<file path="src/common/srw_defines.svh">
// Offsets, field positions, reset values and timing counts for the SYSREF window block
//
// Contract
// - With ramping on, the applied coarse delay walks toward a new target instead of jumping.
// - Slow speed moves one coarse step per 256 clocks, fast speed four steps per 384 clocks.
// - With ramping enabled, every later write of the coarse delay field starts a new ramp.
// - SYSREF is captured on a fixed device clock edge so latency repeats from start-up to start-up.
// - Single-channel mode samples on both clock edges, halving clock rate and doubling the window.
// - The SYSREF position within the clock cycle is kept as a 24-bit vector, one bit per tap.
// - The position vector counts as valid only after at least 3 SYSREF rising edges.
// - A vector bit of 1 marks a possible setup or hold violation, 0 marks a good tap.
// - Vector bits 0 and 23 always read as 1.
// - The tap select field is the binary index of the tap at which SYSREF is latched.
// - Only taps 0 to 15 can be selected; the top eight bits are report only.
// - Tap spacing 0 gives coarser delay steps and 1 gives finer steps.
// - Each candidate sampling instant is a delayed copy of the clock rising edge.
`ifndef SRW_DEFINES_SVH
`define SRW_DEFINES_SVH

// =====================================================================
// Register indices (byte address is four times the index)
`define SRW_IDX_RAMP        10'h028
`define SRW_IDX_CTRL        10'h029
`define SRW_IDX_POS_LOW     10'h02C
`define SRW_IDX_POS_MID     10'h02D
`define SRW_IDX_POS_HIGH    10'h02E
`define SRW_IDX_WIN_STATUS  10'h02F

// =====================================================================
// Field positions
`define SRW_RAMP_COARSE_LSB 0
`define SRW_RAMP_EN_BIT     8
`define SRW_RAMP_SPEED_BIT  9
`define SRW_RAMP_APPLIED_LSB 16
`define SRW_RAMP_BUSY_BIT   24
`define SRW_CTRL_SEL_LSB    0
`define SRW_CTRL_SPACING_BIT 4
`define SRW_CTRL_SINGLE_BIT 5

// =====================================================================
// Reset values and timing counts
`define SRW_COARSE_RST      8'h00
`define SRW_SEL_RST         4'h0
`define SRW_POS_RST         24'hFFFFFF
`define SRW_SLOW_PERIOD     9'h100
`define SRW_FAST_PERIOD     9'h180
`define SRW_SLOW_STEP       8'h01
`define SRW_FAST_STEP       8'h04
`define SRW_EDGES_VALID     2'h3

`endif

</file>
<file path="src/common/srw_pkg.sv">
// Types shared by the SYSREF window block
package srw_pkg;
  typedef enum logic {SRW_RAMP_IDLE, SRW_RAMP_RUN} srw_ramp_state_t;
  typedef enum logic {SRW_SPEED_SLOW, SRW_SPEED_FAST} srw_speed_t;
endpackage

</file>
<file path="src/logic/srw_tap_judge.sv">
// One tap of the SYSREF position detector
`timescale 1ns/1ns
module srw_tap_judge
(
  input  wire logic clock_i,
  input  wire logic rst_n_i,
  input  wire logic edge_i,
  input  wire logic publish_i,
  input  wire logic near_i,
  output logic      flag_o
);
  logic accum_reg;
  logic flag_reg;

  // Collect violation hints over a window, publish at its end
  always_ff @(posedge clock_i)
  begin
    if (!rst_n_i)
    begin
      accum_reg <= 1'b0;
      flag_reg  <= 1'b1;
    end
    else if (edge_i && publish_i)
    begin
      flag_reg  <= accum_reg | near_i;
      accum_reg <= 1'b0;
    end
    else if (edge_i)
    begin
      accum_reg <= accum_reg | near_i;
    end
  end

  assign flag_o = flag_reg;
endmodule

</file>
<file path="src/logic/srw_top.sv">
// Coarse delay ramp and SYSREF windowing with an AXI4-Lite register slave
`timescale 1ns/1ns
`include "srw_defines.svh"
module srw_top
#(
  parameter int ADDR_W = 12,
  parameter int TAPS   = 24,
  parameter int SEL_W  = 4
)
(
  input  wire logic              clock_i,
  input  wire logic              rst_n_i,
  // AXI4-Lite slave
  input  wire logic [ADDR_W-1:0] s_awaddr_i,
  input  wire logic              s_awvalid_i,
  output logic                   s_awready_o,
  input  wire logic [31:0]       s_wdata_i,
  input  wire logic [3:0]        s_wstrb_i,
  input  wire logic              s_wvalid_i,
  output logic                   s_wready_o,
  output logic [1:0]             s_bresp_o,
  output logic                   s_bvalid_o,
  input  wire logic              s_bready_i,
  input  wire logic [ADDR_W-1:0] s_araddr_i,
  input  wire logic              s_arvalid_i,
  output logic                   s_arready_o,
  output logic [31:0]            s_rdata_o,
  output logic [1:0]             s_rresp_o,
  output logic                   s_rvalid_o,
  input  wire logic              s_rready_i,
  // Clocking side
  input  wire logic              sysref_i,
  input  wire logic [TAPS-1:0]   sysref_taps_i,
  output logic [7:0]             coarse_clock_delay_o,
  output logic                   sysref_tap_spacing_o,
  output logic                   dual_edge_sample_o,
  output logic                   sysref_capture_o,
  output logic                   sysref_latched_o
);

  // ===================================================================
  // Declarations
  localparam logic [1:0] RESP_OKAY   = 2'b00;
  localparam logic [1:0] RESP_DECERR = 2'b11;

  logic [ADDR_W-1:0]        aw_addr_reg;
  logic                     aw_full_reg;
  logic [31:0]              w_data_reg;
  logic [3:0]               w_strb_reg;
  logic                     w_full_reg;
  logic                     bvalid_reg;
  logic [1:0]               bresp_reg;
  logic                     rvalid_reg;
  logic [31:0]              rdata_reg;
  logic [1:0]               rresp_reg;

  logic [7:0]               target_reg;
  logic [7:0]               applied_reg;
  logic                     ramp_en_reg;
  srw_pkg::srw_speed_t      speed_reg;
  srw_pkg::srw_ramp_state_t ramp_state_reg;
  logic [8:0]               ramp_cnt_reg;
  logic [SEL_W-1:0]         sel_reg;
  logic                     spacing_reg;
  logic                     single_reg;

  logic                     sysref_d_reg;
  logic [1:0]               edge_cnt_reg;
  logic [1:0]               win_cnt_reg;
  logic                     valid_reg;
  logic                     latched_reg;
  logic                     capture_reg;
  logic [TAPS-1:0]          judge_flag;
  logic [TAPS-1:0]          near_vec;

  // ===================================================================
  // Write channel decode
  wire aw_take = s_awvalid_i && s_awready_o;
  wire w_take  = s_wvalid_i && s_wready_o;
  wire aw_have = aw_full_reg || aw_take;
  wire w_have  = w_full_reg || w_take;
  wire wr_go   = aw_have && w_have;
  wire [ADDR_W-1:0] wr_addr = aw_full_reg ? aw_addr_reg : s_awaddr_i;
  wire [31:0]       wr_data = w_full_reg ? w_data_reg : s_wdata_i;
  wire [3:0]        wr_strb = w_full_reg ? w_strb_reg : s_wstrb_i;
  wire [9:0]        wr_idx  = wr_addr[11:2];
  wire wr_ramp  = wr_go && (wr_idx == `SRW_IDX_RAMP);
  wire wr_ctrl  = wr_go && (wr_idx == `SRW_IDX_CTRL);
  wire wr_ro    = wr_go && ((wr_idx == `SRW_IDX_POS_LOW) || (wr_idx == `SRW_IDX_POS_MID)
                  || (wr_idx == `SRW_IDX_POS_HIGH) || (wr_idx == `SRW_IDX_WIN_STATUS));
  wire wr_known = wr_ramp || wr_ctrl || wr_ro;
  wire coarse_wr = wr_ramp && wr_strb[0];

  assign s_awready_o = !aw_full_reg && !bvalid_reg;
  assign s_wready_o  = !w_full_reg && !bvalid_reg;
  assign s_bvalid_o  = bvalid_reg;
  assign s_bresp_o   = bresp_reg;

  // Hold whichever half of a write arrives first
  always_ff @(posedge clock_i)
  begin
    if (!rst_n_i)
    begin
      aw_full_reg <= 1'b0;
      w_full_reg  <= 1'b0;
      aw_addr_reg <= '0;
      w_data_reg  <= 32'h00000000;
      w_strb_reg  <= 4'h0;
    end
    else
    begin
      if (aw_take)
        aw_addr_reg <= s_awaddr_i;
      if (w_take)
      begin
        w_data_reg <= s_wdata_i;
        w_strb_reg <= s_wstrb_i;
      end
      aw_full_reg <= aw_have && !wr_go;
      w_full_reg  <= w_have && !wr_go;
    end
  end

  // Write response
  always_ff @(posedge clock_i)
  begin
    if (!rst_n_i)
    begin
      bvalid_reg <= 1'b0;
      bresp_reg  <= RESP_OKAY;
    end
    else if (wr_go)
    begin
      bvalid_reg <= 1'b1;
      bresp_reg  <= wr_known ? RESP_OKAY : RESP_DECERR;
    end
    else if (s_bready_i)
      bvalid_reg <= 1'b0;
  end

  // ===================================================================
  // Control fields
  always_ff @(posedge clock_i)
  begin
    if (!rst_n_i)
    begin
      ramp_en_reg <= 1'b0;
      speed_reg   <= srw_pkg::SRW_SPEED_SLOW;
      sel_reg     <= `SRW_SEL_RST;
      spacing_reg <= 1'b0;
      single_reg  <= 1'b0;
    end
    else
    begin
      if (wr_ramp && wr_strb[1])
      begin
        ramp_en_reg <= wr_data[`SRW_RAMP_EN_BIT];
        speed_reg   <= srw_pkg::srw_speed_t'(wr_data[`SRW_RAMP_SPEED_BIT]);
      end
      if (wr_ctrl && wr_strb[0])
      begin
        sel_reg     <= wr_data[`SRW_CTRL_SEL_LSB +: SEL_W];
        spacing_reg <= wr_data[`SRW_CTRL_SPACING_BIT];
        single_reg  <= wr_data[`SRW_CTRL_SINGLE_BIT];
      end
    end
  end

  // ===================================================================
  // Coarse delay ramp
  wire       ramp_up   = target_reg > applied_reg;
  wire [7:0] ramp_dist = ramp_up ? 8'(target_reg - applied_reg) : 8'(applied_reg - target_reg);
  wire [7:0] ramp_step = (speed_reg == srw_pkg::SRW_SPEED_FAST) ? `SRW_FAST_STEP
                         : `SRW_SLOW_STEP;
  wire [8:0] ramp_last = (speed_reg == srw_pkg::SRW_SPEED_FAST) ? 9'(`SRW_FAST_PERIOD - 1)
                         : 9'(`SRW_SLOW_PERIOD - 1);
  wire [7:0] ramp_move = (ramp_dist < ramp_step) ? ramp_dist : ramp_step;
  wire [7:0] ramp_next = ramp_up ? 8'(applied_reg + ramp_move) : 8'(applied_reg - ramp_move);
  wire       ramp_tick = (ramp_state_reg == srw_pkg::SRW_RAMP_RUN) && (ramp_cnt_reg == ramp_last);

  // Target write, periodic stepping toward it
  always_ff @(posedge clock_i)
  begin
    if (!rst_n_i)
    begin
      target_reg     <= `SRW_COARSE_RST;
      applied_reg    <= `SRW_COARSE_RST;
      ramp_cnt_reg   <= 9'h000;
      ramp_state_reg <= srw_pkg::SRW_RAMP_IDLE;
    end
    else if (coarse_wr)
    begin
      target_reg   <= wr_data[`SRW_RAMP_COARSE_LSB +: 8];
      ramp_cnt_reg <= 9'h000;
      if (ramp_en_reg)
        ramp_state_reg <= srw_pkg::SRW_RAMP_RUN;
      else
      begin
        applied_reg    <= wr_data[`SRW_RAMP_COARSE_LSB +: 8];
        ramp_state_reg <= srw_pkg::SRW_RAMP_IDLE;
      end
    end
    else
    begin
      case (ramp_state_reg)
        srw_pkg::SRW_RAMP_IDLE:
          ramp_cnt_reg <= 9'h000;
        srw_pkg::SRW_RAMP_RUN:
        begin
          if (ramp_tick)
          begin
            applied_reg  <= ramp_next;
            ramp_cnt_reg <= 9'h000;
            if (ramp_next == target_reg)
              ramp_state_reg <= srw_pkg::SRW_RAMP_IDLE;
          end
          else
            ramp_cnt_reg <= 9'(ramp_cnt_reg + 9'h001);
        end
        default:
          ramp_state_reg <= srw_pkg::SRW_RAMP_IDLE;
      endcase
    end
  end

  assign coarse_clock_delay_o = applied_reg;

  // ===================================================================
  // SYSREF position detector
  wire sysref_rise = sysref_i && !sysref_d_reg;
  wire win_last    = (win_cnt_reg == 2'(`SRW_EDGES_VALID - 1));

  // Edge counting for validity and window refresh
  always_ff @(posedge clock_i)
  begin
    if (!rst_n_i)
    begin
      sysref_d_reg <= 1'b0;
      edge_cnt_reg <= 2'h0;
      win_cnt_reg  <= 2'h0;
      valid_reg    <= 1'b0;
    end
    else
    begin
      sysref_d_reg <= sysref_i;
      if (sysref_rise)
      begin
        win_cnt_reg <= win_last ? 2'h0 : 2'(win_cnt_reg + 2'h1);
        if (edge_cnt_reg != `SRW_EDGES_VALID)
          edge_cnt_reg <= 2'(edge_cnt_reg + 2'h1);
        if (edge_cnt_reg == 2'(`SRW_EDGES_VALID - 1))
          valid_reg <= 1'b1;
      end
    end
  end

  // A tap is suspect when its neighbours saw SYSREF differently
  assign near_vec[0]      = 1'b1;
  assign near_vec[TAPS-1] = 1'b1;

  genvar gi;
  generate
    for (gi = 1; gi < TAPS - 1; gi++)
    begin : g_near
      assign near_vec[gi] = sysref_taps_i[gi-1] != sysref_taps_i[gi+1];
    end
    for (gi = 0; gi < TAPS; gi++)
    begin : g_judge
      srw_tap_judge u_judge
      (
        .clock_i   (clock_i),
        .rst_n_i   (rst_n_i),
        .edge_i    (sysref_rise),
        .publish_i (win_last),
        .near_i    (near_vec[gi]),
        .flag_o    (judge_flag[gi])
      );
    end
  endgenerate

  // End taps cannot be judged
  wire [TAPS-1:0] pos_vec = judge_flag | {1'b1, {(TAPS-2){1'b0}}, 1'b1};

  // ===================================================================
  // SYSREF latch at the selected tap
  always_ff @(posedge clock_i)
  begin
    if (!rst_n_i)
    begin
      latched_reg <= 1'b0;
      capture_reg <= 1'b0;
    end
    else
    begin
      latched_reg <= sysref_taps_i[sel_reg];
      capture_reg <= sysref_taps_i[sel_reg] && !latched_reg;
    end
  end

  assign sysref_latched_o     = latched_reg;
  assign sysref_capture_o     = capture_reg;
  assign sysref_tap_spacing_o = spacing_reg;
  assign dual_edge_sample_o   = single_reg;

  // ===================================================================
  // Read channel
  wire [9:0] rd_idx = s_araddr_i[11:2];
  wire rd_ramp = rd_idx == `SRW_IDX_RAMP;
  wire rd_ctrl = rd_idx == `SRW_IDX_CTRL;
  wire rd_low  = rd_idx == `SRW_IDX_POS_LOW;
  wire rd_mid  = rd_idx == `SRW_IDX_POS_MID;
  wire rd_high = rd_idx == `SRW_IDX_POS_HIGH;
  wire rd_stat = rd_idx == `SRW_IDX_WIN_STATUS;
  wire rd_known = rd_ramp || rd_ctrl || rd_low || rd_mid || rd_high || rd_stat;
  wire [31:0] rd_ramp_w = {7'h00, (ramp_state_reg == srw_pkg::SRW_RAMP_RUN), applied_reg,
                           6'h00, speed_reg, ramp_en_reg, target_reg};
  wire [31:0] rd_ctrl_w = {26'h0, single_reg, spacing_reg, sel_reg};
  wire [31:0] rd_mux =
      rd_ramp ? rd_ramp_w :
      rd_ctrl ? rd_ctrl_w :
      rd_low  ? {24'h000000, pos_vec[7:0]} :
      rd_mid  ? {24'h000000, pos_vec[15:8]} :
      rd_high ? {24'h000000, pos_vec[23:16]} :
      rd_stat ? {29'h0, edge_cnt_reg, valid_reg} : 32'h00000000;

  assign s_arready_o = !rvalid_reg;
  assign s_rvalid_o  = rvalid_reg;
  assign s_rdata_o   = rdata_reg;
  assign s_rresp_o   = rresp_reg;

  // Read data registered one cycle after the address
  always_ff @(posedge clock_i)
  begin
    if (!rst_n_i)
    begin
      rvalid_reg <= 1'b0;
      rdata_reg  <= 32'h00000000;
      rresp_reg  <= RESP_OKAY;
    end
    else if (s_arvalid_i && !rvalid_reg)
    begin
      rvalid_reg <= 1'b1;
      rdata_reg  <= rd_mux;
      rresp_reg  <= rd_known ? RESP_OKAY : RESP_DECERR;
    end
    else if (s_rready_i)
      rvalid_reg <= 1'b0;
  end
endmodule

</file>
<file path="config.mk">
export PLATFORM = sky130hd
export DESIGN_NAME = srw_top
export DESIGN_NICKNAME = d
export VERILOG_FILES = /design/src/common/srw_pkg.sv /design/src/logic/srw_tap_judge.sv /design/src/logic/srw_top.sv
export VERILOG_INCLUDE_DIRS = /design/src /design/src/common
export SDC_FILE = /design/constraint.sdc
export NUM_CORES = 1
export LEC_CHECK = 0
export ABC_CLOCK_PERIOD_IN_PS = 7200
export BUFFER_PORTS_ARGS = -buffer_cell sky130_fd_sc_hd__buf_2
export CAP_MARGIN = 5
export CELL_PAD_IN_SITES_DETAIL_PLACEMENT = 0
export CELL_PAD_IN_SITES_GLOBAL_PLACEMENT = 1
export CORE_MARGIN = 5
export CORE_UTILIZATION = 41
export DETAILED_ROUTE_END_ITERATION = 10
export PLACE_DENSITY_LB_ADDON = 0.1
export SYNTH_ARGS = -nofsm -noshare
export SYNTH_HDL_FRONTEND = slang
export SYNTH_SLANG_ARGS = --single-unit
</file>
<file path="constraint.sdc">
create_clock -name clock_i -period 7.2 [get_ports clock_i]
set_input_delay 1.44 -clock clock_i [delete_from_list [all_inputs] [get_ports clock_i]]
set_output_delay 1.44 -clock clock_i [all_outputs]
set_load 0.02 [all_outputs]
</file>
# Yosys cells after proc, flatten, opt, wreduce, memory -nomap -nowiden
# Cells that the tools add are included.
# op_classes
n_bitwise	24
n_reduce_logical	46
n_addsub	7
magnitude_cmp	3
n_mux	34
n_eq_ne	40
# op_table
cell	count
$eq 10x6->1 const B	12
$mux 8	11
$mux 25	1
$sub 8x8->8	3
$ne 1x1->1	22
$or 1x1->1	22
$logic_and 1x1->1	18
$mux 9	2
$pmux 9 s2	1
$logic_or 1x1->1	12
$mux 12	1
$mux 1	10
$mux 10	1
$add 9x1->9 const B	1
$eq 9x9->1	1
$add 8x8->8	1
$eq 8x8->1	1
$gt 8x8->1	1
$lt 8x3->1	1
$mux 2	4
$reduce_bool 2->1	4
$logic_not 1->1	7
$lt 4x6->1 const B	1
$mux 3	2
other kinds (8)	14
# totals
output_inout_bits	53
input_bits	92
regBits	150

# Depth between registers and ports, before layout
# Gate-level depths: netlist of the first run.
# logic_depth
ltp_word	11
mapped_depth	30
ltp_nobuf	29

# Hierarchy
# Synthesis of the first run repeated with hierarchy kept, for this count alone.
# unflattened
hier_cells	866
area_unflattened_um2	7485.9
# modules_own_cells
module	area_each_um2	seq_area_each_um2	n_inst	cells_each
srw_top	5669.2	1781.7	1	690
srw_tap_judge	82.6	40.0	22	8

# Worst setup path before layout of the first run
# No wires, ideal clock.
# synth_timing
kind	register -> register
start	reg applied_reg[1] (netlist: coarse_clock_delay_o[1])
end	reg applied_reg[7] (netlist: coarse_clock_delay_o[7])
setup_ns	0.074
stages_incl_launch_ff	28
path_buffers	1
path_slack_ns	1.490
required_ns	7.126
arrival_ns	5.636
period_less_slack_ns	5.710
path_cell_list	dfxtp_1 inv_1 fa_1 nand3_1 a21oi_2 o31a_1 buf_6 mux2i_2 xnor2_2 ha_1 a2111oi_0 o21ai_0 nand3_1 nand3b_1 or2_2 ha_1 nand2_1 o21a_1 ha_1 nor2b_1 o2111ai_1 nand3_1 o21ai_0 nand2b_1 a21oi_1 mux2i_1 or4b_1 a31oi_1
# synth_between
elab_chain_cells	9
# synth_lines
item	line_no	rtl
start, declared	srw_top.sv:58	logic [7:0] applied_reg;
start signal, assigned	srw_top.sv:187	applied_reg <= `SRW_COARSE_RST;
start signal, assigned	srw_top.sv:199	applied_reg <= wr_data[`SRW_RAMP_COARSE_LSB +: 8];
start signal, assigned	srw_top.sv:212	applied_reg <= ramp_next;
$sub 8x8->8 / $gt 8x8->1 (equally long branches)	srw_top.sv:172, srw_top.sv:171	
$mux 8	srw_top.sv:172	wire [7:0] ramp_dist = ramp_up ? 8'(target_reg - applied_reg) : 8'(applied_reg - target_reg);
$lt 8x3->1	srw_top.sv:177	wire [7:0] ramp_move = (ramp_dist < ramp_step) ? ramp_dist : ramp_step;
$mux 8	srw_top.sv:177	
$sub 8x8->8 / $add 8x8->8 (equally long branches)	srw_top.sv:178	wire [7:0] ramp_next = ramp_up ? 8'(applied_reg + ramp_move) : 8'(applied_reg - ramp_move);
$mux 8 (*)	srw_top.sv:178	
$mux 8 (*)	srw_top.sv:210	if (ramp_tick)
$mux 8 (*)	srw_top.sv:205	case (ramp_state_reg)
$mux 8 (*)	srw_top.sv:191	else if (coarse_wr)
# Every way passes the cells marked *; elsewhere a longest branch is shown, timed or not. The select of a mux whose other input is x is not followed.
# A chain may end at the register's enable or synchronous reset.

# Worst setup path in the final report of the first run
# layout_timing
start	reg applied_reg[5] (netlist: coarse_clock_delay_o[5])
end	reg applied_reg[7] (netlist: coarse_clock_delay_o[7])
# Same word-level chain as after synthesis.

==> results of run 1 <==
==> final cells by class <==
class	count	share of cell area
inverter	28	0.01269
multi-input combinational	602	0.4898
timing repair buffer	108	0.06676
clock buffer	20	0.05392
clock inverter	12	0.02145
sequential	133	0.3214
tap	225	0.03398
==> worst max-delay path, stage by stage (launching register included) <==
cell and delay [ps]:
dfxtp_1 480, inv_1 80, ha_1 540, nand4_1 200, a21oi_2 230, o31a_1 460, mux2i_2 310, xnor2_2 130
ha_1 230, a2111oi_0 320, o21ai_0 160, nand3_1 200, nand3b_1 190, or2_2 350, ha_1 290, nand2_1 50
o21a_1 120, ha_1 250, nor2b_1 130, o2111ai_1 190, nand3_1 170, o21ai_0 180, nand2b_1 70, a21oi_1 440
mux2i_1 130, or4b_1 480, a31oi_1 170
==> kinds of logic after synthesis <==
logic type	share of synthesized area
xor gates and xnor gates	0.06153
AOI/OAI and AO/OA	0.1821
buffers and inverters	0.05711
and+or+nand+nor	0.1765
adders and majority gates	0.05622
muxes	0.08982
DFF	0.3762
other	0.0005299
==> power by group <==
part | leakage (nW) | switching [mW] | total [mW] | internal (mW)
registers | 1.08 | 0.0222 | 0.788 | 0.766
logic | 1.95 | 0.124 | 0.202 | 0.0780
clock network | 0.304 | 0.325 | 0.915 | 0.589
total | 3.34 | 0.471 | 1.90 | 1.43
==> stage by stage <==
step	worst slack (ps)	total power, mW	hold WS [ps]	utilization
5_1_grt	40.84	1.981	439.4	0.4840
2_1_floorplan	1490	0.9447	432.9	-
4_1_cts	616.6	1.926	415.8	0.4840
3_3_place_gp	738.0	1.001	401.0	0.4475
3_5_place_dp	662.7	1.007	399.4	0.4475
6_report	566.0	1.905	412.4	0.4840
==> final timing paths <==
kind | start | to | slack [ps] | depth (start not counted)
worst max-delay path | coarse_clock_delay_o[5] | coarse_clock_delay_o[7] | 570 | 26
worst min-delay path | sysref_latched_o | sysref_capture_o | 410 | 1
worst max register to register | coarse_clock_delay_o[5] | coarse_clock_delay_o[7] | 570 | 26
worst min register to register | sysref_latched_o | sysref_capture_o | 410 | 1
==> metal layers <==
metal,up-vias,global-route usage,part of all wire
met5,-,0,0
met4,0,0.05455,0.012
met3,18,0.04078,0.050
met2,131,0.3351,0.49
met1,2834,0.2523,0.45
li1,2972,-,-
==> layout by cell type, fill, tap and decap left out, types with 6 or more instances in the layout <==
cell type,synthesis,routed
inv_1,28,27
nor2_1,117,117
nand2b_1,6,6
nand3_1,24,24
xnor2_1,11,11
buf_2,5,103
xor2_1,35,35
o21ai_0,24,24
nor2b_1,9,8
conb_1,1,13
a21oi_1,75,75
a31oi_1,7,7
mux2_2,8,8
dfxtp_1,133,133
a211oi_1,16,16
o32a_1,22,22
and2_1,6,6
clkbuf_16,0,17
mux4_2,7,7
nor3_1,8,8
ha_1,27,27
nand2_1,72,72
mux2i_1,36,36
==> results.cfg, run 1 <==
[route]
first_pass_iters = 4
routed_via_density = 5.279
routed_wl_um = 19500
vias = 5955
ant_nets = 0
drtIter0Drc = 220
wl_per_cell_um = 17.29
drc = 0

[yosys]
synth_top_area_frac = 0.3762
synth_flop_cell = dfxtp_1
syn-cell-area_um2 = 7077
synth_top_cell_by_area = dfxtp_1
async_flop_share = 0
synth_edf_count = 0
ys_ff_latch = 133
seq_area_frac_synth = 0.3762
synth_cell_type_count = 70
synth.most_common_cell = dfxtp_1
avgSynthCellArea_um2 = 8.737
synthCells = 810
yosys-top-cells-count = 133 x dfxtp_1, 117 x nor2_1, 75 x a21oi_1, 72 x nand2_1, 36 x mux2i_1
yosys_warnings = 0
synth_area_leaders = dfxtp_1 38%, nor2_1 6.2%, a21oi_1 5.3%, mux2i_1 5.1%, ha_1 4.8%

[clocking]
cts_setup_buffers = 0
cts_made_buffers = 17
h-tree-depth = 4
cts_resized = 0
cts_hold_buf = 0
insertion_delay_ps = 420
clock_sinks = 133
clockBufferDepth = 2
cts_tree = yes
cts_root_buf = clkbuf_16
clk_pin_slew_ps = 60

[setup_path]
crit_arrival_ps = 6980
cp-start-kind = flop
criticalPathCategory = flop to flop
endpoint_kind = flop
worst-path-max-fanout = 9
required_ps = 7550

[placement]
dp_hpwl_um = 14970
placedCellCount = 1096
io_buffers = 103
gp_congestion = 0.8293
dpl_cell_area_um2 = 7660

[sta]
maxSlewHeadroom = 0.3365
grt_setup_unrepaired = false
fin_tns_setup_ps = 0
tightest_slew_ps = 990.8
post-route-min-period_ps = 6634
setup_violations = 0
skew_ps = 10.93
max_freq_mhz = 150.7
drv_slew = 0
fin_crit_sh = 0.9214
hold_viol_final = 0

[power_and_ir_drop]
ir_drop_uv = 166.7
p_leak_nw = 3.342
power-per-cell-area_nw_per_um2 = 229.9

[finish]
fin_area_um2 = 8284
regArea_um2 = 2663
multi_input_area_um2 = 4058
num_antenna_cells = 0
drive_above_1_share = 0.1938
nets = 1012
instances_no_fill = 1128
area_delta_synth_final_pct = 17.06
nFillCells = 1682

[floorplanning]
ios = 145
start_util = 0.4135
die-area_um2 = 19990
dieWidth_um = 141.4
die_y_um = 141.4
fp.coreArea_um2 = 17120
rows = 48

[global_route]
overflow = 0
grt_pass1_wl_um = 31190
grt_use_total = 0.1963
grt_max_degree = 45
antenna_found_initial = 0
grt_pass1_vias = 5944

[hold_path]
hp-class = flop to flop

[outcome]
outcome = complete, no violations

[run]
drv_cap = 0
Power figures use the tool's default switching activity.
==> run 2, diff against run 1 <==
--- a/config.mk
+++ b/config.mk
@@ -6,13 +6,14 @@
 export SDC_FILE = /design/constraint.sdc
 export NUM_CORES = 1
 export LEC_CHECK = 0
-export ABC_CLOCK_PERIOD_IN_PS = 7200
+export ABC_AREA = 1
+export ABC_CLOCK_PERIOD_IN_PS = 6400
 export BUFFER_PORTS_ARGS = -buffer_cell sky130_fd_sc_hd__buf_2
 export CAP_MARGIN = 5
 export CELL_PAD_IN_SITES_DETAIL_PLACEMENT = 0
 export CELL_PAD_IN_SITES_GLOBAL_PLACEMENT = 1
 export CORE_MARGIN = 5
-export CORE_UTILIZATION = 41
+export CORE_UTILIZATION = 40
 export DETAILED_ROUTE_END_ITERATION = 10
 export PLACE_DENSITY_LB_ADDON = 0.1
 export SYNTH_ARGS = -nofsm -noshare
==> constraint.sdc (replaced) <==
create_clock -name clock_i -period 6.4 [get_ports clock_i]
set_input_delay 1.28 -clock clock_i [delete_from_list [all_inputs] [get_ports clock_i]]
set_output_delay 1.28 -clock clock_i [all_outputs]
set_load 0.02 [all_outputs]
==> run 2 against run 1 <==
Net effect:
- clock power increased by 2%
- clock-buffer cell count decreased by 1
- sequential cell count unchanged
- sequential power increased by 13%
- critical path type unchanged
- critical endpoint is now ramp_state_reg
- largest power group unchanged
- highest routed layer unchanged
==> results.cfg, run 2 <==
[global_route]
grt_pass1_vias = 6202
grt_use_total = 0.1948
antenna_found_initial = 0
overflow = 0
grt_max_degree = 47
grt_pass1_wl_um = 31940

[sta]
max_freq_mhz = 184.8
fin_crit_sh = 0.8456
maxSlewHeadroom = 0.4072
fin_tns_setup_ps = 0
drv_slew = 0
setup_violations = 0
post-route-min-period_ps = 5412
tightest_slew_ps = 889.1
grt_setup_unrepaired = false
hold_viol_final = 0
skew_ps = 12.39
whs_ps = 423.9
layout_setup_ws_ps = 987.9

[finish]
nFillCells = 1912
nets = 1215
final_common_cell = nand2_1
instances_no_fill = 1336
area_delta_synth_final_pct = 16.74
fin_util = 0.4701
layout_common_cells = 171 x nand2_1, 133 x dfxtp_1, 114 x inv_1
drive_above_1_share = 0.1637

[power_and_ir_drop]
p_leak_nw = 3.863
ir_drop_uv = 202.1
power-per-cell-area_nw_per_um2 = 242.7

[setup_path]
endpoint_kind = flop
criticalPathCategory = flop to flop
cp-start-kind = flop
worst-path-max-fanout = 10
required_ps = 6690
startpoint = coarse_clock_delay_o[5]
slowest_delay_ps = 530
r2r-start = coarse_clock_delay_o[5]
rrSetupSlack_ps = 990
timing.rr.end = ramp_state_reg
worst_r2r_path_depth = 36
crit_top_cell = nand2_1
crit_arrival_ps = 5700
crit_slowest_cell = dfxtp_1

[floorplanning]
fp.coreArea_um2 = 17840
start_util = 0.4027
dieWidth_um = 144.0
ios = 145
rows = 49
die-area_um2 = 20740
die_y_um = 144.0

[placement]
dp_slack_ps = 992.9
dp_hpwl_um = 14970
gp_congestion = 0.8255
placedCellCount = 1303
io_buffers = 103

[clocking]
cts_made_buffers = 17
cts_tree = yes
cts_root_buf = clkbuf_16
h-tree-depth = 4
clock_sinks = 133
cts_setup_buffers = 0
clk_pin_slew_ps = 60
cts_resized = 0
clockBufferDepth = 2
cts_hold_buf = 0
insertion_delay_ps = 420

[yosys]
async_flop_share = 0
yosys-top-cells-count = 171 x nand2_1, 133 x dfxtp_1, 114 x inv_1, 113 x nor2_1, 100 x o21ai_0
ys_ff_latch = 133
yosys_warnings = 0
syn-cell-area_um2 = 7184
synth_top_area_frac = 0.3706
synthCells = 1005
synth_flop_cell = dfxtp_1
synth.most_common_cell = nand2_1
synth_top_cell_by_area = dfxtp_1
avgSynthCellArea_um2 = 7.149
synth_cell_type_count = 48
seq_area_frac_synth = 0.3706
synth_area_leaders = dfxtp_1 37%, nand2_1 8.9%, o21ai_0 7.0%, a21oi_1 6.1%, inv_1 6.0%
synth_edf_count = 0

[route]
vias = 6581
first_pass_iters = 5
drtIter0Drc = 380
ant_nets = 0
routed_via_density = 4.926
routed_wl_um = 20020
wl_per_cell_um = 14.98
drc = 0

[hold_path]
hp-class = flop to flop
min_from = sysref_latched_o
min_to = sysref_capture_o
min_path_cells = 1

[run]
drv_cap = 0

[outcome]
outcome = complete, no violations
## run 2: cell type report
cell class | count | area, µm² | area share
multi-input combinational | 709 | 3851 | 0.4592
sequential | 133 | 2663 | 0.3175
timing repair buffer | 108 | 553.0 | 0.06594
inverter | 124 | 465.4 | 0.05550
clock buffer | 19 | 442.9 | 0.05281
tap | 229 | 286.5 | 0.03416
clock inverter | 13 | 122.6 | 0.01462
antenna | 1 | 2.502 | 0.0002984
## run 2: worst max path at each step
| stage | slack, ps | depth (start not counted) | to |
|---|---|---|---|
| floorplan | 1570 | 36 | ramp_state_reg |
| global placement | 1070 | 36 | ramp_state_reg |
| detailed placement | 990 | 36 | ramp_state_reg |
| CTS | 960 | 36 | ramp_state_reg |
| global route | 440 | 36 | ramp_state_reg |
| finish | 990 | 36 | ramp_state_reg |
## run 2: where the power goes
part           internal [mW]  leakage [nW]  switching, mW
logic                 0.0724          2.51          0.139
clock network          0.548         0.266          0.383
registers              0.869          1.09         0.0245
total                   1.49          3.86          0.546
## run 2: cells by family after synthesis
family          synth area share
compound gates            0.1900
xor+xnor                 0.04633
fa+ha+maj                0.05538
buf+inv                   0.1003
flops                     0.3706
mux                     0.002787
other cells            0.0005220
simple gates              0.2341
## run 2: metrics by stage
step	total power, mW	instance area [µm²]
6_report	2.036	8387
5_1_grt	2.134	8384
4_1_cts	2.059	8384
3_5_place_dp	1.126	7819
3_3_place_gp	1.124	7819
2_1_floorplan	1.059	7229
## run 2: per-layer routing
metal	vias up	global-route usage	part of all wire
met1	2971	0.2718	0.49
li1	3458	-	-
met4	0	0.05847	0.016
met2	131	0.3060	0.45
met5	-	0	0
met3	21	0.03836	0.042
## run 2: worst max-delay path: cells and delay by family, from the launching register on
kind,cells,cell delay (ps)
simple gates,18,1790
flops,1,530
fa+ha+maj,4,1180
compound gates,9,1480
buf+inv,5,320
==> run 3, diff against run 2 <==
--- a/config.mk
+++ b/config.mk
@@ -7,13 +7,13 @@
 export NUM_CORES = 1
 export LEC_CHECK = 0
 export ABC_AREA = 1
-export ABC_CLOCK_PERIOD_IN_PS = 6400
+export ABC_CLOCK_PERIOD_IN_PS = 4800
 export BUFFER_PORTS_ARGS = -buffer_cell sky130_fd_sc_hd__buf_2
 export CAP_MARGIN = 5
 export CELL_PAD_IN_SITES_DETAIL_PLACEMENT = 0
 export CELL_PAD_IN_SITES_GLOBAL_PLACEMENT = 1
 export CORE_MARGIN = 5
-export CORE_UTILIZATION = 40
+export CORE_UTILIZATION = 36
 export DETAILED_ROUTE_END_ITERATION = 10
 export PLACE_DENSITY_LB_ADDON = 0.1
 export SYNTH_ARGS = -nofsm -noshare
==> constraint.sdc (replaced) <==
create_clock -name clock_i -period 4.8 [get_ports clock_i]
set_input_delay 0.96 -clock clock_i [delete_from_list [all_inputs] [get_ports clock_i]]
set_output_delay 0.96 -clock clock_i [all_outputs]
set_load 0.02 [all_outputs]
==> run 3 against run 2 <==
Net effect:
- die area is 10% higher
- critical endpoint unchanged
- combinational power rose by 41%
- sequential power increased by 33%
- largest power group unchanged
- cell count up 7.3%
- global-route usage shrank 0.20 points
- clock-buffer cell count increased by 3
- clock power grew 51%
- register-to-register slack worse by 750 ps
- non-clock buffer count is 62 higher
==> results.cfg, run 3 (synthesized netlist as in run 2, its figures left out) <==
[route]
drtIter0Drc = 398
first_pass_iters = 7
vias = 6863
routed_via_density = 4.789
wl_per_cell_um = 15.18
ant_nets = 0
drc = 0
routed_wl_um = 21750

[finish]
layout_common_cells = 165 x nand2_1, 130 x dfxtp_1, 112 x nor2_1
final_common_cell = nand2_1
num_antenna_cells = 0
area_delta_synth_final_pct = 27.26
drive_above_1_share = 0.2354
nFillCells = 2078
nets = 1277

[sta]
hold_viol_final = 0
drv_slew = 0
maxSlewHeadroom = 0.4399
setup_violations = 0
post-route-min-period_ps = 4558
fin_crit_sh = 0.9496
skew_ps = 12.25
layout_setup_ws_ps = 241.8
max_freq_mhz = 219.4
tightest_slew_ps = 832.4
whs_ps = 414.6

[placement]
dp_hpwl_um = 16260
io_buffers = 103
gp_congestion = 0.7815
dp_slack_ps = -96.98

[power_and_ir_drop]
power-per-cell-area_nw_per_um2 = 315.5
ir_drop_uv = 231.4
p_leak_nw = 4.236
power_mw = 2.885

[setup_path]
endpoint_kind = flop
cp-start-kind = flop
critPathBufInv = 5
required_ps = 5090
cp_top_family = simple AND/OR/NAND/NOR gates
criticalPathCategory = flop to flop
crit_arrival_ps = 4850
crit_top_cell = nand2_4
crit_slowest_cell = fa_2
worst-path-max-fanout = 4
slowest_delay_ps = 390

[clocking]
cts_root_buf = clkbuf_16
cts_made_buffers = 17
h-tree-depth = 4
clk_pin_slew_ps = 60
clockBufferDepth = 2
clock_sinks = 133
insertion_delay_ps = 420
cts_hold_buf = 0
cts_tree = yes

[global_route]
grt_use_total = 0.1929
grt_pass1_vias = 6476
overflow = 0
grt_pass1_wl_um = 34280
grt_max_degree = 39
antenna_found_initial = 0

[hold_path]
hp-class = flop to flop

[floorplanning]
die_y_um = 151.3
die-area_um2 = 22880
dieWidth_um = 151.3
rows = 51
fp.coreArea_um2 = 19530
start_util = 0.3679
ios = 145

[run]
drv_cap = 0

[outcome]
outcome = complete, no violations
==> run 3: power by group <==
group          internal, mW  switching [mW]
Combinational         0.104           0.194
Clock                 0.889           0.511
Sequential             1.16          0.0277
Total                  2.15           0.733
==> run 3: path summary, 6_finish.rpt <==
| check | start | to | slack (ps) | depth (start not counted) |
|---|---|---|---|---|
| min reg2reg | sysref_latched_o | sysref_capture_o | 410 | 1 |
| max | target_reg[0] | ramp_state_reg | 240 | 32 |
| max reg2reg | target_reg[0] | ramp_state_reg | 240 | 32 |
| min | sysref_latched_o | sysref_capture_o | 410 | 1 |
==> run 3: layout make-up <==
cell class	count	area (µm²)	share of cell area
multi-input cells	709	4028	0.4405
flip-flops and latches	133	2669	0.2919
repair buffers	170	1022	0.1118
inverters	124	467.9	0.05118
clock buffers	22	454.2	0.04968
well taps	265	331.6	0.03627
clock inverters	10	170.2	0.01861
==> run 3: what timing repair did <==
action	in CTS	in global routing
buffers inserted	0	9
endpoints found under the setup margin	2	5
pin swaps	1	29
resized for setup	4	47
==> run 3: layer usage <==
metal / routed length [µm] / vias to the layer above / track usage
met1: 10690 / 3131 / 0.2687
li1: - / 3582 / -
met2: 10030 / 133 / 0.3118
met3: 804 / 17 / 0.03202
met5: 0 / - / 0
met4: 223 / 0 / 0.04624
==> run 3: through the flow <==
step                      instance area [µm²]  TNS [ps]  cells    util
after floorplan                          7231         0   1017       -
after global placement                   8263    -95.00   1392  0.4232
after detailed placement                 8263    -127.1   1392  0.4232
after CTS                                8899         0   1424  0.4557
after global routing                     9143    -23.99   1433  0.4682
final                                    9143         0   1433  0.4682
